--- config.mk ---
export PLATFORM = sky130hd
export DESIGN_NAME = arp_ctrl
export DESIGN_NICKNAME = d
export VERILOG_FILES = /design/src/verilog/arp_pkg.sv /design/src/verilog/arp_ctrl.sv
export VERILOG_INCLUDE_DIRS = /design/src /design/src/verilog
export SDC_FILE = /design/constraint.sdc
export NUM_CORES = 1
export LEC_CHECK = 0
export BUFFER_PORTS_ARGS = -buffer_cell sky130_fd_sc_hd__buf_2
export CORE_ASPECT_RATIO = 1.5
export CORE_MARGIN = 3
export CORE_UTILIZATION = 35
export CTS_CLUSTER_SIZE = 30
export DETAILED_ROUTE_END_ITERATION = 7
export GPL_TIMING_DRIVEN = 0
export PLACE_DENSITY = 0.57
export SYNTH_ARGS = -nofsm -noshare
export SYNTH_HDL_FRONTEND = slang
export SYNTH_SLANG_ARGS = --single-unit
--- constraint.sdc ---
create_clock -name pclk -period 2.8 [get_ports pclk]
set_input_delay 0.28 -clock pclk [delete_from_list [all_inputs] [get_ports pclk]]
set_output_delay 0.28 -clock pclk [all_outputs]
set_load 0.02 [all_outputs]
--- src/verilog/arp_consts.svh ---
// Constants of the auto restart protection sequencer.
// Assumes a 250 MHz pclk and a 32-bit APB register bus.
`ifndef ARP_CONSTS_SVH
`define ARP_CONSTS_SVH
`define ARP_CLK_MHZ      250
`define ARP_BLANK_MS     20
`define ARP_SOFT_MS      20
`define ARP_SPIKE_US     30
`define ARP_OVP_US       120
`define ARP_EXT_DLY_MS   1
`define ARP_OFF_CTRL     12'h000
`define ARP_OFF_STATUS   12'h004
`define ARP_OFF_INT_STAT 12'h008
`define ARP_OFF_INT_MASK 12'h00C
`define ARP_CTRL_RST     1'b1
`define ARP_MASK_RST     6'h00
`define ARP_EV_OVL       0
`define ARP_EV_SS_OV     1
`define ARP_EV_VCC_OV    2
`define ARP_EV_THERM     3
`define ARP_EV_EXT       4
`define ARP_EV_UVLO      5
`define ARP_EV_W         6
`endif

--- src/verilog/arp_pkg.sv ---
// Types of the auto restart protection sequencer.
// Assumes nothing beyond the constants header.
`default_nettype none
package arp_pkg;
    typedef enum logic [1:0] {
        ARP_OFF     = 2'b00,
        ARP_SOFT    = 2'b01,
        ARP_RUN     = 2'b11,
        ARP_RESTART = 2'b10
    } arp_state_t;

    typedef struct packed {
        logic overload;
        logic blank_high;
        logic blank_low;
        logic vcc_ss_ov;
        logic vcc_ov;
        logic overtemp;
        logic vcc_on;
        logic vcc_uv;
        logic burst;
    } arp_cmp_t;
endpackage
`default_nettype wire
--- src/verilog/arp_ctrl.sv ---
// Auto restart protection sequencer with APB registers and interrupt.
// Assumes comparator results arrive asynchronously and pclk runs at 250 MHz.
//
// Behaviour
// - Feedback level above 4.0V starts the internal blanking counter.
// - After 20ms of blanking, open the clamp switch on the blanking pin.
// - Blanking expired and pin at 4.0V, then 30us filter, gives restart.
// - Extension is the pin charge time from 0.9V to 4.0V.
// - In soft start, supply above 20.5V with feedback high restarts at once.
// - Supply above 25.5V for 120us restarts in soft start or run.
// - The 25.5V detection is off during active burst mode.
// - Overtemperature above 130C restarts at once, without extended blanking.
// - Blanking pin below 0.33V stops switching, restarts if it persists.
// - The external restart request is ignored for 1ms at start-up.
// - Supply below turn-off threshold switches off and enables startup cell.
// - Restart waits for undervoltage, then turn-on, runs soft start, rechecks, else resumes.
`include "arp_consts.svh"
`default_nettype none
module arp_ctrl #(
    parameter int unsigned BLANK_CYC = `ARP_BLANK_MS * `ARP_CLK_MHZ * 1000,
    parameter int unsigned SOFT_CYC  = `ARP_SOFT_MS * `ARP_CLK_MHZ * 1000,
    parameter int unsigned SPIKE_CYC = `ARP_SPIKE_US * `ARP_CLK_MHZ,
    parameter int unsigned OVP_CYC   = `ARP_OVP_US * `ARP_CLK_MHZ,
    parameter int unsigned EXT_CYC   = `ARP_EXT_DLY_MS * `ARP_CLK_MHZ * 1000
) (
    input  wire logic             pclk,
    input  wire logic             presetn,
    input  wire logic             psel,
    input  wire logic             penable,
    input  wire logic             pwrite,
    input  wire logic [11:0]      paddr,
    input  wire logic [31:0]      pwdata,
    output logic      [31:0]      prdata,
    output logic                  pready,
    output logic                  pslverr,
    input  wire arp_pkg::arp_cmp_t cmp_in,
    output logic                  gate_enable,
    output logic                  blank_clamp_switch,
    output logic                  startup_cell_en,
    output logic                  auto_restart,
    output logic                  irq
);

    ////////////////////////////////////////////////////////////////////////
    // Counter step: counts while the condition holds, saturating at limit.
    function automatic logic [31:0] cnt_step(input logic        cond,
                                             input logic [31:0] cnt,
                                             input logic [31:0] lim);
        if (!cond) begin
            cnt_step = 32'h0000_0000;
        end else if (cnt >= lim) begin
            cnt_step = lim;
        end else begin
            cnt_step = cnt + 32'h0000_0001;
        end
    endfunction

    ////////////////////////////////////////////////////////////////////////
    // Comparator synchroniser.
    arp_pkg::arp_cmp_t cmp_meta_reg;
    arp_pkg::arp_cmp_t cmp_reg;

    always_ff @(posedge pclk or negedge presetn) begin
        if (!presetn) begin
            cmp_meta_reg <= '0;
            cmp_reg      <= '0;
        end else begin
            cmp_meta_reg <= cmp_in;
            cmp_reg      <= cmp_meta_reg;
        end
    end

    ////////////////////////////////////////////////////////////////////////
    // Declarations.
    arp_pkg::arp_state_t state_reg;
    arp_pkg::arp_state_t state_next;
    logic [31:0] blank_cnt_reg;
    logic [31:0] spike_cnt_reg;
    logic [31:0] ovp_cnt_reg;
    logic [31:0] ext_dly_reg;
    logic [31:0] ext_cnt_reg;
    logic [31:0] soft_cnt_reg;
    logic        ctrl_en_reg;
    logic [`ARP_EV_W-1:0] int_stat_reg;
    logic [`ARP_EV_W-1:0] int_mask_reg;
    logic [`ARP_EV_W-1:0] ev;
    logic        active;
    logic        blank_done;
    logic        ext_armed;
    logic        ext_req;
    logic        fault;
    logic        wr_en;
    logic [`ARP_EV_W-1:0] w1c;
    logic [`ARP_EV_W-1:0] int_stat_next;
    logic [`ARP_EV_W-1:0] int_mask_next;

    assign active     = (state_reg == arp_pkg::ARP_SOFT) || (state_reg == arp_pkg::ARP_RUN);
    assign blank_done = (blank_cnt_reg == BLANK_CYC);
    assign ext_armed  = (ext_dly_reg == EXT_CYC);
    assign ext_req    = ext_armed && cmp_reg.blank_low;

    ////////////////////////////////////////////////////////////////////////
    // Fault timers.
    // Each timer clears as soon as its condition drops, so only unbroken faults count.
    always_ff @(posedge pclk or negedge presetn) begin
        if (!presetn) begin
            blank_cnt_reg <= 32'h0000_0000;
        end else begin
            blank_cnt_reg <= cnt_step(active && cmp_reg.overload,
                                      blank_cnt_reg, BLANK_CYC);
        end
    end

    always_ff @(posedge pclk or negedge presetn) begin
        if (!presetn) begin
            spike_cnt_reg <= 32'h0000_0000;
        end else begin
            spike_cnt_reg <= cnt_step(active && blank_done && cmp_reg.blank_high,
                                      spike_cnt_reg, SPIKE_CYC);
        end
    end

    always_ff @(posedge pclk or negedge presetn) begin
        if (!presetn) begin
            ovp_cnt_reg <= 32'h0000_0000;
        end else begin
            ovp_cnt_reg <= cnt_step(active && cmp_reg.vcc_ov && !cmp_reg.burst,
                                    ovp_cnt_reg, OVP_CYC);
        end
    end

    always_ff @(posedge pclk or negedge presetn) begin
        if (!presetn) begin
            ext_dly_reg <= 32'h0000_0000;
        end else begin
            ext_dly_reg <= cnt_step(active, ext_dly_reg, EXT_CYC);
        end
    end

    always_ff @(posedge pclk or negedge presetn) begin
        if (!presetn) begin
            ext_cnt_reg <= 32'h0000_0000;
        end else begin
            ext_cnt_reg <= cnt_step(active && ext_req, ext_cnt_reg, SPIKE_CYC);
        end
    end

    always_ff @(posedge pclk or negedge presetn) begin
        if (!presetn) begin
            soft_cnt_reg <= 32'h0000_0000;
        end else begin
            soft_cnt_reg <= cnt_step(state_reg == arp_pkg::ARP_SOFT,
                                     soft_cnt_reg, SOFT_CYC);
        end
    end

    ////////////////////////////////////////////////////////////////////////
    // Fault events.
    always_comb begin
        ev = '0;
        ev[`ARP_EV_OVL]    = active && (spike_cnt_reg == SPIKE_CYC);
        ev[`ARP_EV_SS_OV]  = (state_reg == arp_pkg::ARP_SOFT) && cmp_reg.vcc_ss_ov
                             && cmp_reg.overload;
        ev[`ARP_EV_VCC_OV] = active && (ovp_cnt_reg == OVP_CYC);
        ev[`ARP_EV_THERM]  = active && cmp_reg.overtemp;
        ev[`ARP_EV_EXT]    = active && (ext_cnt_reg == SPIKE_CYC);
        ev[`ARP_EV_UVLO]   = (state_reg != arp_pkg::ARP_OFF) && cmp_reg.vcc_uv;
    end

    assign fault = |ev[`ARP_EV_EXT:`ARP_EV_OVL];

    ////////////////////////////////////////////////////////////////////////
    // Sequencer.
    // Undervoltage is tested first, since a collapsing supply overrides any pending fault.
    always_comb begin
        state_next = state_reg;
        case (state_reg)
            arp_pkg::ARP_OFF: begin
                if (cmp_reg.vcc_on && ctrl_en_reg) begin
                    state_next = arp_pkg::ARP_SOFT;
                end
            end
            arp_pkg::ARP_SOFT: begin
                if (cmp_reg.vcc_uv) begin
                    state_next = arp_pkg::ARP_OFF;
                end else if (fault) begin
                    state_next = arp_pkg::ARP_RESTART;
                end else if (soft_cnt_reg == SOFT_CYC) begin
                    state_next = arp_pkg::ARP_RUN;
                end
            end
            arp_pkg::ARP_RUN: begin
                if (cmp_reg.vcc_uv) begin
                    state_next = arp_pkg::ARP_OFF;
                end else if (fault) begin
                    state_next = arp_pkg::ARP_RESTART;
                end
            end
            arp_pkg::ARP_RESTART: begin
                if (cmp_reg.vcc_uv) begin
                    state_next = arp_pkg::ARP_OFF;
                end
            end
            default: begin
                state_next = arp_pkg::ARP_OFF;
            end
        endcase
    end

    always_ff @(posedge pclk or negedge presetn) begin
        if (!presetn) begin
            state_reg <= arp_pkg::ARP_OFF;
        end else begin
            state_reg <= state_next;
        end
    end

    ////////////////////////////////////////////////////////////////////////
    // Power stage outputs.
    always_ff @(posedge pclk or negedge presetn) begin
        if (!presetn) begin
            gate_enable        <= 1'b0;
            blank_clamp_switch <= 1'b0;
            startup_cell_en    <= 1'b1;
            auto_restart       <= 1'b0;
        end else begin
            gate_enable        <= ((state_next == arp_pkg::ARP_SOFT)
                                  || (state_next == arp_pkg::ARP_RUN))
                                  && !ext_req;
            blank_clamp_switch <= (state_next != arp_pkg::ARP_OFF)
                                  && (state_next != arp_pkg::ARP_RESTART)
                                  && (cnt_step(active && cmp_reg.overload, blank_cnt_reg,
                                               BLANK_CYC) == BLANK_CYC);
            startup_cell_en    <= (state_next == arp_pkg::ARP_OFF);
            auto_restart       <= (state_next == arp_pkg::ARP_RESTART);
        end
    end

    ////////////////////////////////////////////////////////////////////////
    // APB slave: one wait-free access cycle, pready high in the access phase.
    assign wr_en = psel && penable && pready && pwrite;
    assign w1c   = (wr_en && (paddr == `ARP_OFF_INT_STAT)) ? pwdata[`ARP_EV_W-1:0] : '0;

    always_ff @(posedge pclk or negedge presetn) begin
        if (!presetn) begin
            pready  <= 1'b0;
            pslverr <= 1'b0;
            prdata  <= 32'h0000_0000;
        end else begin
            pready  <= psel && !penable;
            pslverr <= psel && !penable && (paddr != `ARP_OFF_CTRL)
                       && (paddr != `ARP_OFF_STATUS) && (paddr != `ARP_OFF_INT_STAT)
                       && (paddr != `ARP_OFF_INT_MASK);
            prdata  <= 32'h0000_0000;
            if (psel && !penable && !pwrite) begin
                case (paddr)
                    `ARP_OFF_CTRL:     prdata <= {31'h0000_0000, ctrl_en_reg};
                    `ARP_OFF_STATUS:   prdata <= {27'h000_0000, gate_enable,
                                                  blank_done, ext_armed, state_reg};
                    `ARP_OFF_INT_STAT: prdata <= {26'h000_0000, int_stat_reg};
                    `ARP_OFF_INT_MASK: prdata <= {26'h000_0000, int_mask_reg};
                    default:           prdata <= 32'h0000_0000;
                endcase
            end
        end
    end

    always_ff @(posedge pclk or negedge presetn) begin
        if (!presetn) begin
            ctrl_en_reg  <= `ARP_CTRL_RST;
            int_mask_reg <= `ARP_MASK_RST;
        end else if (wr_en) begin
            if (paddr == `ARP_OFF_CTRL) begin
                ctrl_en_reg <= pwdata[0];
            end
            if (paddr == `ARP_OFF_INT_MASK) begin
                int_mask_reg <= pwdata[`ARP_EV_W-1:0];
            end
        end
    end

    ////////////////////////////////////////////////////////////////////////
    // Sticky event flags; a new event wins over a clear in the same cycle.
    // The interrupt level uses the mask being written, so it never lags a mask write.
    assign int_stat_next = (int_stat_reg & ~w1c) | ev;
    assign int_mask_next = (wr_en && (paddr == `ARP_OFF_INT_MASK))
                           ? pwdata[`ARP_EV_W-1:0] : int_mask_reg;

    always_ff @(posedge pclk or negedge presetn) begin
        if (!presetn) begin
            int_stat_reg <= '0;
            irq          <= 1'b0;
        end else begin
            int_stat_reg <= int_stat_next;
            irq          <= |(int_stat_next & int_mask_next);
        end
    end

endmodule
`default_nettype wire

==> results.txt, run 1 <==
The max-slew violation count is 0. The number of distinct library cell variants in the gate-level netlist after synthesis came out at 68. The global placement routability congestion is 0.823. The floorplan step set the die width to 145 um. The estimated wirelength of the detail-placed design came out at 14.5 mm. The number of vias after detailed routing came out at 6876.

The starting DRC count in detailed routing is 423. For this configuration, the core starts out at a cell density of 0.359. The cell area after technology mapping came out at 0.0101 mm2.

Setup repair after global routing left no endpoint under its margin. The total detailed-routing wirelength came out at 20.4 mm. TritonCTS built the clock tree. The time the final worst path needs with I/O delays and setup is 2.60 ns. The final net count is 1154. The core utilization of the finished layout is 0.441. Leaving out fill and tap cells, the most frequent cell in the layout is sky130_fd_sc_hd__dfrtp_1. The number of vias per cell after detailed routing is 4.61. The clock net in this run drives a total of 238 sinks.

The normalized max-slew margin came out at 0.457. The largest net degree at the start of global routing is 96. STA classifies the critical path startpoint as a flip-flop. sky130_fd_sc_hd__dfrtp_1 takes more of the synthesized area than any other cell. The number of synthesized register bits came out at 238. Yosys attributes the largest share of cell area to sky130_fd_sc_hd__dfrtp_1, sky130_fd_sc_hd__xor2_1, sky130_fd_sc_hd__nor2_1, sky130_fd_sc_hd__xnor2_1, sky130_fd_sc_hd__nand4_1. Global routing finished with a remaining overflow of 0. Clock-pin slew was measured on the worst setup and hold paths at 0.06 ns.

The total power per unit cell area is 611 mW/mm2. At the later pin of the worst-skew pair, clock insertion delay measures 0.52 ns. The total iterations of the first detailed-routing run is 5. The post-synthesis average cell area came out at 11.4 um2. The CTS buffer count came out at 26. Clock skew on the completed layout was measured at 0.00912 ns. The element type at the critical path end is a flip-flop. The part of the Yosys area used for sequential elements came out at 0.588. In this run the register-to-register setup slack is 0.20 ns. The worst-case vdd ir drop came out at 471 uV.

The proportion of layout cells with a drive suffix above 1 came out at 0.152. In this run the standard cell core region covers 0.0282 mm2. The worst setup path is of the reg2reg kind. The final cycle utilization of the critical path is 0.928. The number of top-level pins is 97.

The filler cells instantiated in the layout total 2655. The share of synthesized registers carrying an async set or reset is 1.00. The count of nets left with antenna violations once routing finished came out at 0. The final-report setup violation count is 0. The final hold violation count is 0. After detailed routing, the average wire length per cell comes to 13.7 um.

The full die area is 0.0311 mm2. For this run, design rule violations remaining after detail routing come to 0. In the layout the commonest cells are sky130_fd_sc_hd__dfrtp_1, sky130_fd_sc_hd__conb_1, sky130_fd_sc_hd__nor2_1. Along the worst path, the maximum fanout reaches 5.

The data required time at the worst endpoint is 3.17 ns. The floorplan row count is 75. The Yosys step of the flow raised 0 warnings. The synthesized design contains 0 enable-type register cells. The y dimension of the die came out at 214 um. The worst slack at placement is 0.0537 ns.

The worst hold slack after final layout came out at 0.0277 ns. Once routing completed, OpenROAD measured the worst setup slack at 0.202 ns. The global-route wire length before repair is 34.6 mm. The number of max-cap violations came out at 0. The number of levels the H-tree was split into is 1. In the global route stage, overall resource usage came out at 0.135. Among all flip-flop cells after synthesis, the most frequent one is sky130_fd_sc_hd__dfrtp_1. The initial antenna violation count came out at 4.

The measured slew at the worst slew-check pin came out at 0.808 ns. The area of placed instances came out at 0.0113 mm2. Clock tree synthesis selected as its root buffer the cell sky130_fd_sc_hd__clkbuf_16. The run finished with clean final reports. In the synthesized netlist, the number of instances is 890. For this run, the top clock speed supported by timing is 0.385 GHz. The overall power consumption came out at 7610 uW. The maximum buffer depth of the clock tree came out at 3.

The static leakage came out at 0.00554 uW. Once layout is done, the placed cells without fillers occupy 0.0125 mm2. The number of global-route vias before repair is 6957. The total of buffers placed on input and output ports came out at 42. The fraction of post-synthesis cell area in the top cell type by area came out at 0.583. The path class of the lowest-slack min-delay path is in2reg. The critical path arrival came out at 2.97 ns. The area added between synthesis and finish is 23.0%.
routing by layer:
layer	wire length (um)	vias to the layer above	GRT usage
met5	30	-	0
met4	467	6	0.0395
met3	1010	35	0.0268
met2	10600	131	0.236
met1	8280	3317	0.168
li1	-	3387	-
synth_stat cells, types with 9 or more instances:
cell type and instances:
sky130_fd_sc_hd__a21oi_1 41, sky130_fd_sc_hd__nor4_1 30, sky130_fd_sc_hd__and4_1 9, sky130_fd_sc_hd__xnor2_1 35
sky130_fd_sc_hd__buf_4 26, sky130_fd_sc_hd__and3_1 22, sky130_fd_sc_hd__inv_1 24, sky130_fd_sc_hd__clkbuf_1 11
sky130_fd_sc_hd__nor3_1 12, sky130_fd_sc_hd__nand4_1 38, sky130_fd_sc_hd__nand3_1 44, sky130_fd_sc_hd__nand2_1 49
sky130_fd_sc_hd__xor2_1 53, sky130_fd_sc_hd__dfrtp_1 236, sky130_fd_sc_hd__nor2_1 94, sky130_fd_sc_hd__ha_1 12
sky130_fd_sc_hd__mux2_2 9
critical path, stage by stage, from the launching register on:
cell and delay [ns]:
sky130_fd_sc_hd__dfrtp_1 0.42, sky130_fd_sc_hd__inv_1 0.07, sky130_fd_sc_hd__ha_1 0.13, sky130_fd_sc_hd__or4b_1 0.43, sky130_fd_sc_hd__or4_1 0.47, sky130_fd_sc_hd__nor4_4 0.31, sky130_fd_sc_hd__nor3_1 0.17, sky130_fd_sc_hd__a32o_1 0.32
sky130_fd_sc_hd__a21boi_0 0.13
logic make-up after synthesis:
group / share of synthesized area
buf+inv: 0.0393
simple gates: 0.195
mux: 0.0167
other cells: 0.000370
fa+ha+maj: 0.0148
flops: 0.588
xor+xnor: 0.0761
compound gates: 0.0692
final timing paths:
path | end | startpoint | cells past startpoint
max | gate_enable | ovp_cnt_reg[0] | 8
min | ctrl_en_reg | pwdata[0] | 2
max reg2reg | gate_enable | ovp_cnt_reg[0] | 8
min reg2reg | cmp_reg[3] | cmp_meta_reg[3] | 0
max in group asynchronous | ext_dly_reg[2] | presetn | 3
min in group asynchronous | spike_cnt_reg[20] | presetn | 2
metrics by stage:
stage	cells	TNS, ns
6_report	1490	0
5_1_grt	1489	0
4_1_cts	1489	0
3_5_place_dp	1431	0
3_3_place_gp	1429	-641.76
2_1_floorplan	1002	0
area by class of cell:
type,instances,area [um2],share of cell area
Antenna cell,1,2.50,0.000201
Sequential cell,238,5960,0.478
Tap cell,385,482,0.0387
Buffer,47,308,0.0247
Multi-Input combinational cell,693,4250,0.341
Timing Repair Buffer,54,375,0.0301
Clock buffer,29,693,0.0556
Clock inverter,19,304,0.0244
Inverter,24,90.1,0.00723
where the power goes:
group | internal, uW | total, uW | switching [uW]
Clock | 2450 | 3850 | 1400
Combinational | 69.1 | 213 | 144
Sequential | 3520 | 3540 | 24.2
Total | 6040 | 7610 | 1570
repair_timing:
action	4_1_cts	5_1_grt
endpoints found under the hold margin	63	0
buffers inserted	0	0
hold buffers	10	0
endpoints found under the setup margin	0	24
gates resized for setup	0	8
Note: power is estimated with default switching activity, not from simulation.
==> run 2, diff against run 1 <==
- CORE_MARGIN: 3 -> 10
==> run 2 against run 1 <==
Clock-buffer cell count is 1 higher. Sequential power about the same. Non-clock buffer count is 1 higher. Worst hold slack better by 0.0021 ns. Cell area is 0.18% higher. Critical path depth is 1 lower. Critical endpoint is now blank_clamp_switch. Register-to-register slack worse by 0.02 ns. Sequential share of layout area fell by 0.086 points. Core utilization down 0.50 points. Power increased by 1.5%.
==> results.txt, run 2 (synthesized netlist as in run 1, its figures left out) <==
The run finished with clean final reports. The setup path with the least slack is of type reg2reg. The CTS buffer count is 24. The full die area came out at 0.0363 mm2. The number of vias after detailed routing came out at 6885. The critical-path cell with the highest stage delay is sky130_fd_sc_hd__or4_1. The x dimension of the die came out at 159 um.

The total overflow left after global routing is 0. The post-route DRC violation count is 0. The starting DRC count in detailed routing is 299. The register clock-pin slew on the reported worst setup and hold paths came out at 0.06 ns. The final-report setup violation count is 0. The data required time at the worst endpoint came out at 3.21 ns. Setup repair after global routing left no endpoint under its margin. The standard cell core area came out at 0.0286 mm2. The number of top-level pins came out at 97. The achievable frequency is 0.381 GHz. The total iterations of the first detailed-routing run is 4. The global placement routability congestion came out at 0.856.

The number of non-filler instances in the completed layout came out at 1492. The cell sitting at the root of the clock tree is a sky130_fd_sc_hd__clkbuf_16. The final net count came out at 1153. Compared with the post-synthesis result, the final layout area differs by 23.2%. In the finished design, the share of the clock period the worst path needs comes to 0.937. The time the final worst path needs with I/O delays and setup is 2.62 ns. The worst pin sits at a relative slew slack of 0.417. The delay contributed by the slowest stage of the critical path came out at 0.54 ns.

The number of global-route vias before repair is 6987. The final hold violation count came out at 0. The total of buffers placed on input and output ports came out at 42. The count of nets left with antenna violations once routing finished came out at 0.

At the later pin of the worst-skew pair, clock insertion delay measures 0.53 ns. The number of vias per cell after detailed routing came out at 4.61. The most frequent standard cell in the layout excluding fill and tap cells is sky130_fd_sc_hd__dfrtp_1. STA classifies the critical path startpoint as a flip-flop. The static leakage came out at 0.00553 uW. The maximum clock skew at final layout came out at 0.0286 ns. The first global-routing pass estimated 34.7 mm of wire. For the worst setup path, the data arrival time is 3.03 ns.

The highest net fanout along the worst path is 6. Buffers added to address setup during post-CTS repair amount to 0. The buffer and inverter count on the worst path is 0.

CTS built an H-tree with a depth of 1. The worst-case vdd ir drop is 606 uV. Counting every sink on the clock net gives 238.

The measured slew at the worst slew-check pin is 0.868 ns. The y dimension of the die is 228 um. The proportion of layout cells with a drive suffix above 1 came out at 0.150. In this run the worst hold path is classified as in2reg.

The top cell types in the final layout, fill and taps aside, are sky130_fd_sc_hd__dfrtp_1, sky130_fd_sc_hd__conb_1, sky130_fd_sc_hd__nor2_1. The cell count after placement is 1436. The global router's overall resource usage is 0.113. The initial antenna violation count came out at 3. The tool flagged a number of max-cap violations equal to 0. Walking the worst path, the cells encountered are ha_2, nand3_1, or2_1, or4_1, a22oi_1, nand4_1, a211oi_1. The estimated wirelength of the detail-placed design came out at 14.8 mm. The TritonCTS clock tree is built. For this configuration, the core starts out at a cell density of 0.354.

The total detailed-routing wirelength is 20.7 mm. The dominant delay contributor by cell family on the critical path is simple AND/OR/NAND/NOR gates. The max-slew violation count was 0. The floorplan row count came out at 76. The worst setup path is captured at a flip-flop. The total power per unit cell area is 618 mW/mm2. The average routed wire per standard cell is 13.9 um.

The largest net degree at the start of global routing is 110. The worst hold slack after final layout came out at 0.0298 ns. No sink is reached through more buffers than the 3 on the longest clock path.
-- run 2: cell types whose count changed in the layout (fill, tap and decap cells not counted), sizes merged --
cell,change
clkbuf,+1
inv,-1
clkinv,-4
bufinv,+3
clkinvlp,-3
dlygate4sd3,+1
-- run 2: where the power goes --
group | total, uW | switching (uW) | internal [uW]
sequential | 3540 | 24.5 | 3520
clock | 3960 | 1330 | 2630
combinational | 214 | 143 | 70.1
-- run 2: per-layer routing --
metal	track usage	wire length (um)
met1	0.130	8610
met2	0.201	10600
met3	0.0251	1050
met4	0.0395	410
met5	0	20
-- run 2: cell type report --
cell class	instances	area (um2)
fill	2698	16100
sequential	238	5960
multi-input combinational	693	4250
clock buffer	30	674
tap	390	488
timing repair buffer	55	385
clock inverter	14	329
buffer	47	308
inverter	24	90.1
antenna	1	2.50
-- run 2: final timing paths --
kind                                        from                  to  slack (ns)  cells past startpoint
worst min register to register   cmp_meta_reg[1]          cmp_reg[1]        0.35                      0
min in group asynchronous                presetn   spike_cnt_reg[24]        0.24                      2
worst max-delay path            blank_cnt_reg[0]  blank_clamp_switch        0.18                      7
worst max register to register  blank_cnt_reg[0]  blank_clamp_switch        0.18                      7
max in group asynchronous                presetn      ext_dly_reg[5]        1.76                      3
worst min-delay path                   pwdata[4]     int_mask_reg[4]        0.03                      2
-- run 2: timing repair --
item,in CTS,in global routing
endpoints found under the hold margin,50,0
setup endpoints to repair,0,19
hold buffers,11,0
gates resized for setup,0,9
-- run 2: stage by stage --
step / cell area, um2 / utilization / TNS, ns / setup WS (ns) / power (uW)
2_1_floorplan: 10500 / - / 0 / 0.478 / 3690
3_3_place_gp: 11200 / 0.393 / -638.99 / -2.73 / 3800
3_5_place_dp: 11300 / 0.395 / 0 / 0.00710 / 3810
4_1_cts: 12400 / 0.434 / 0 / 0.00935 / 7830
5_1_grt: 12500 / 0.436 / 0 / 0.00820 / 8010
6_report: 12500 / 0.436 / 0 / 0.178 / 7720
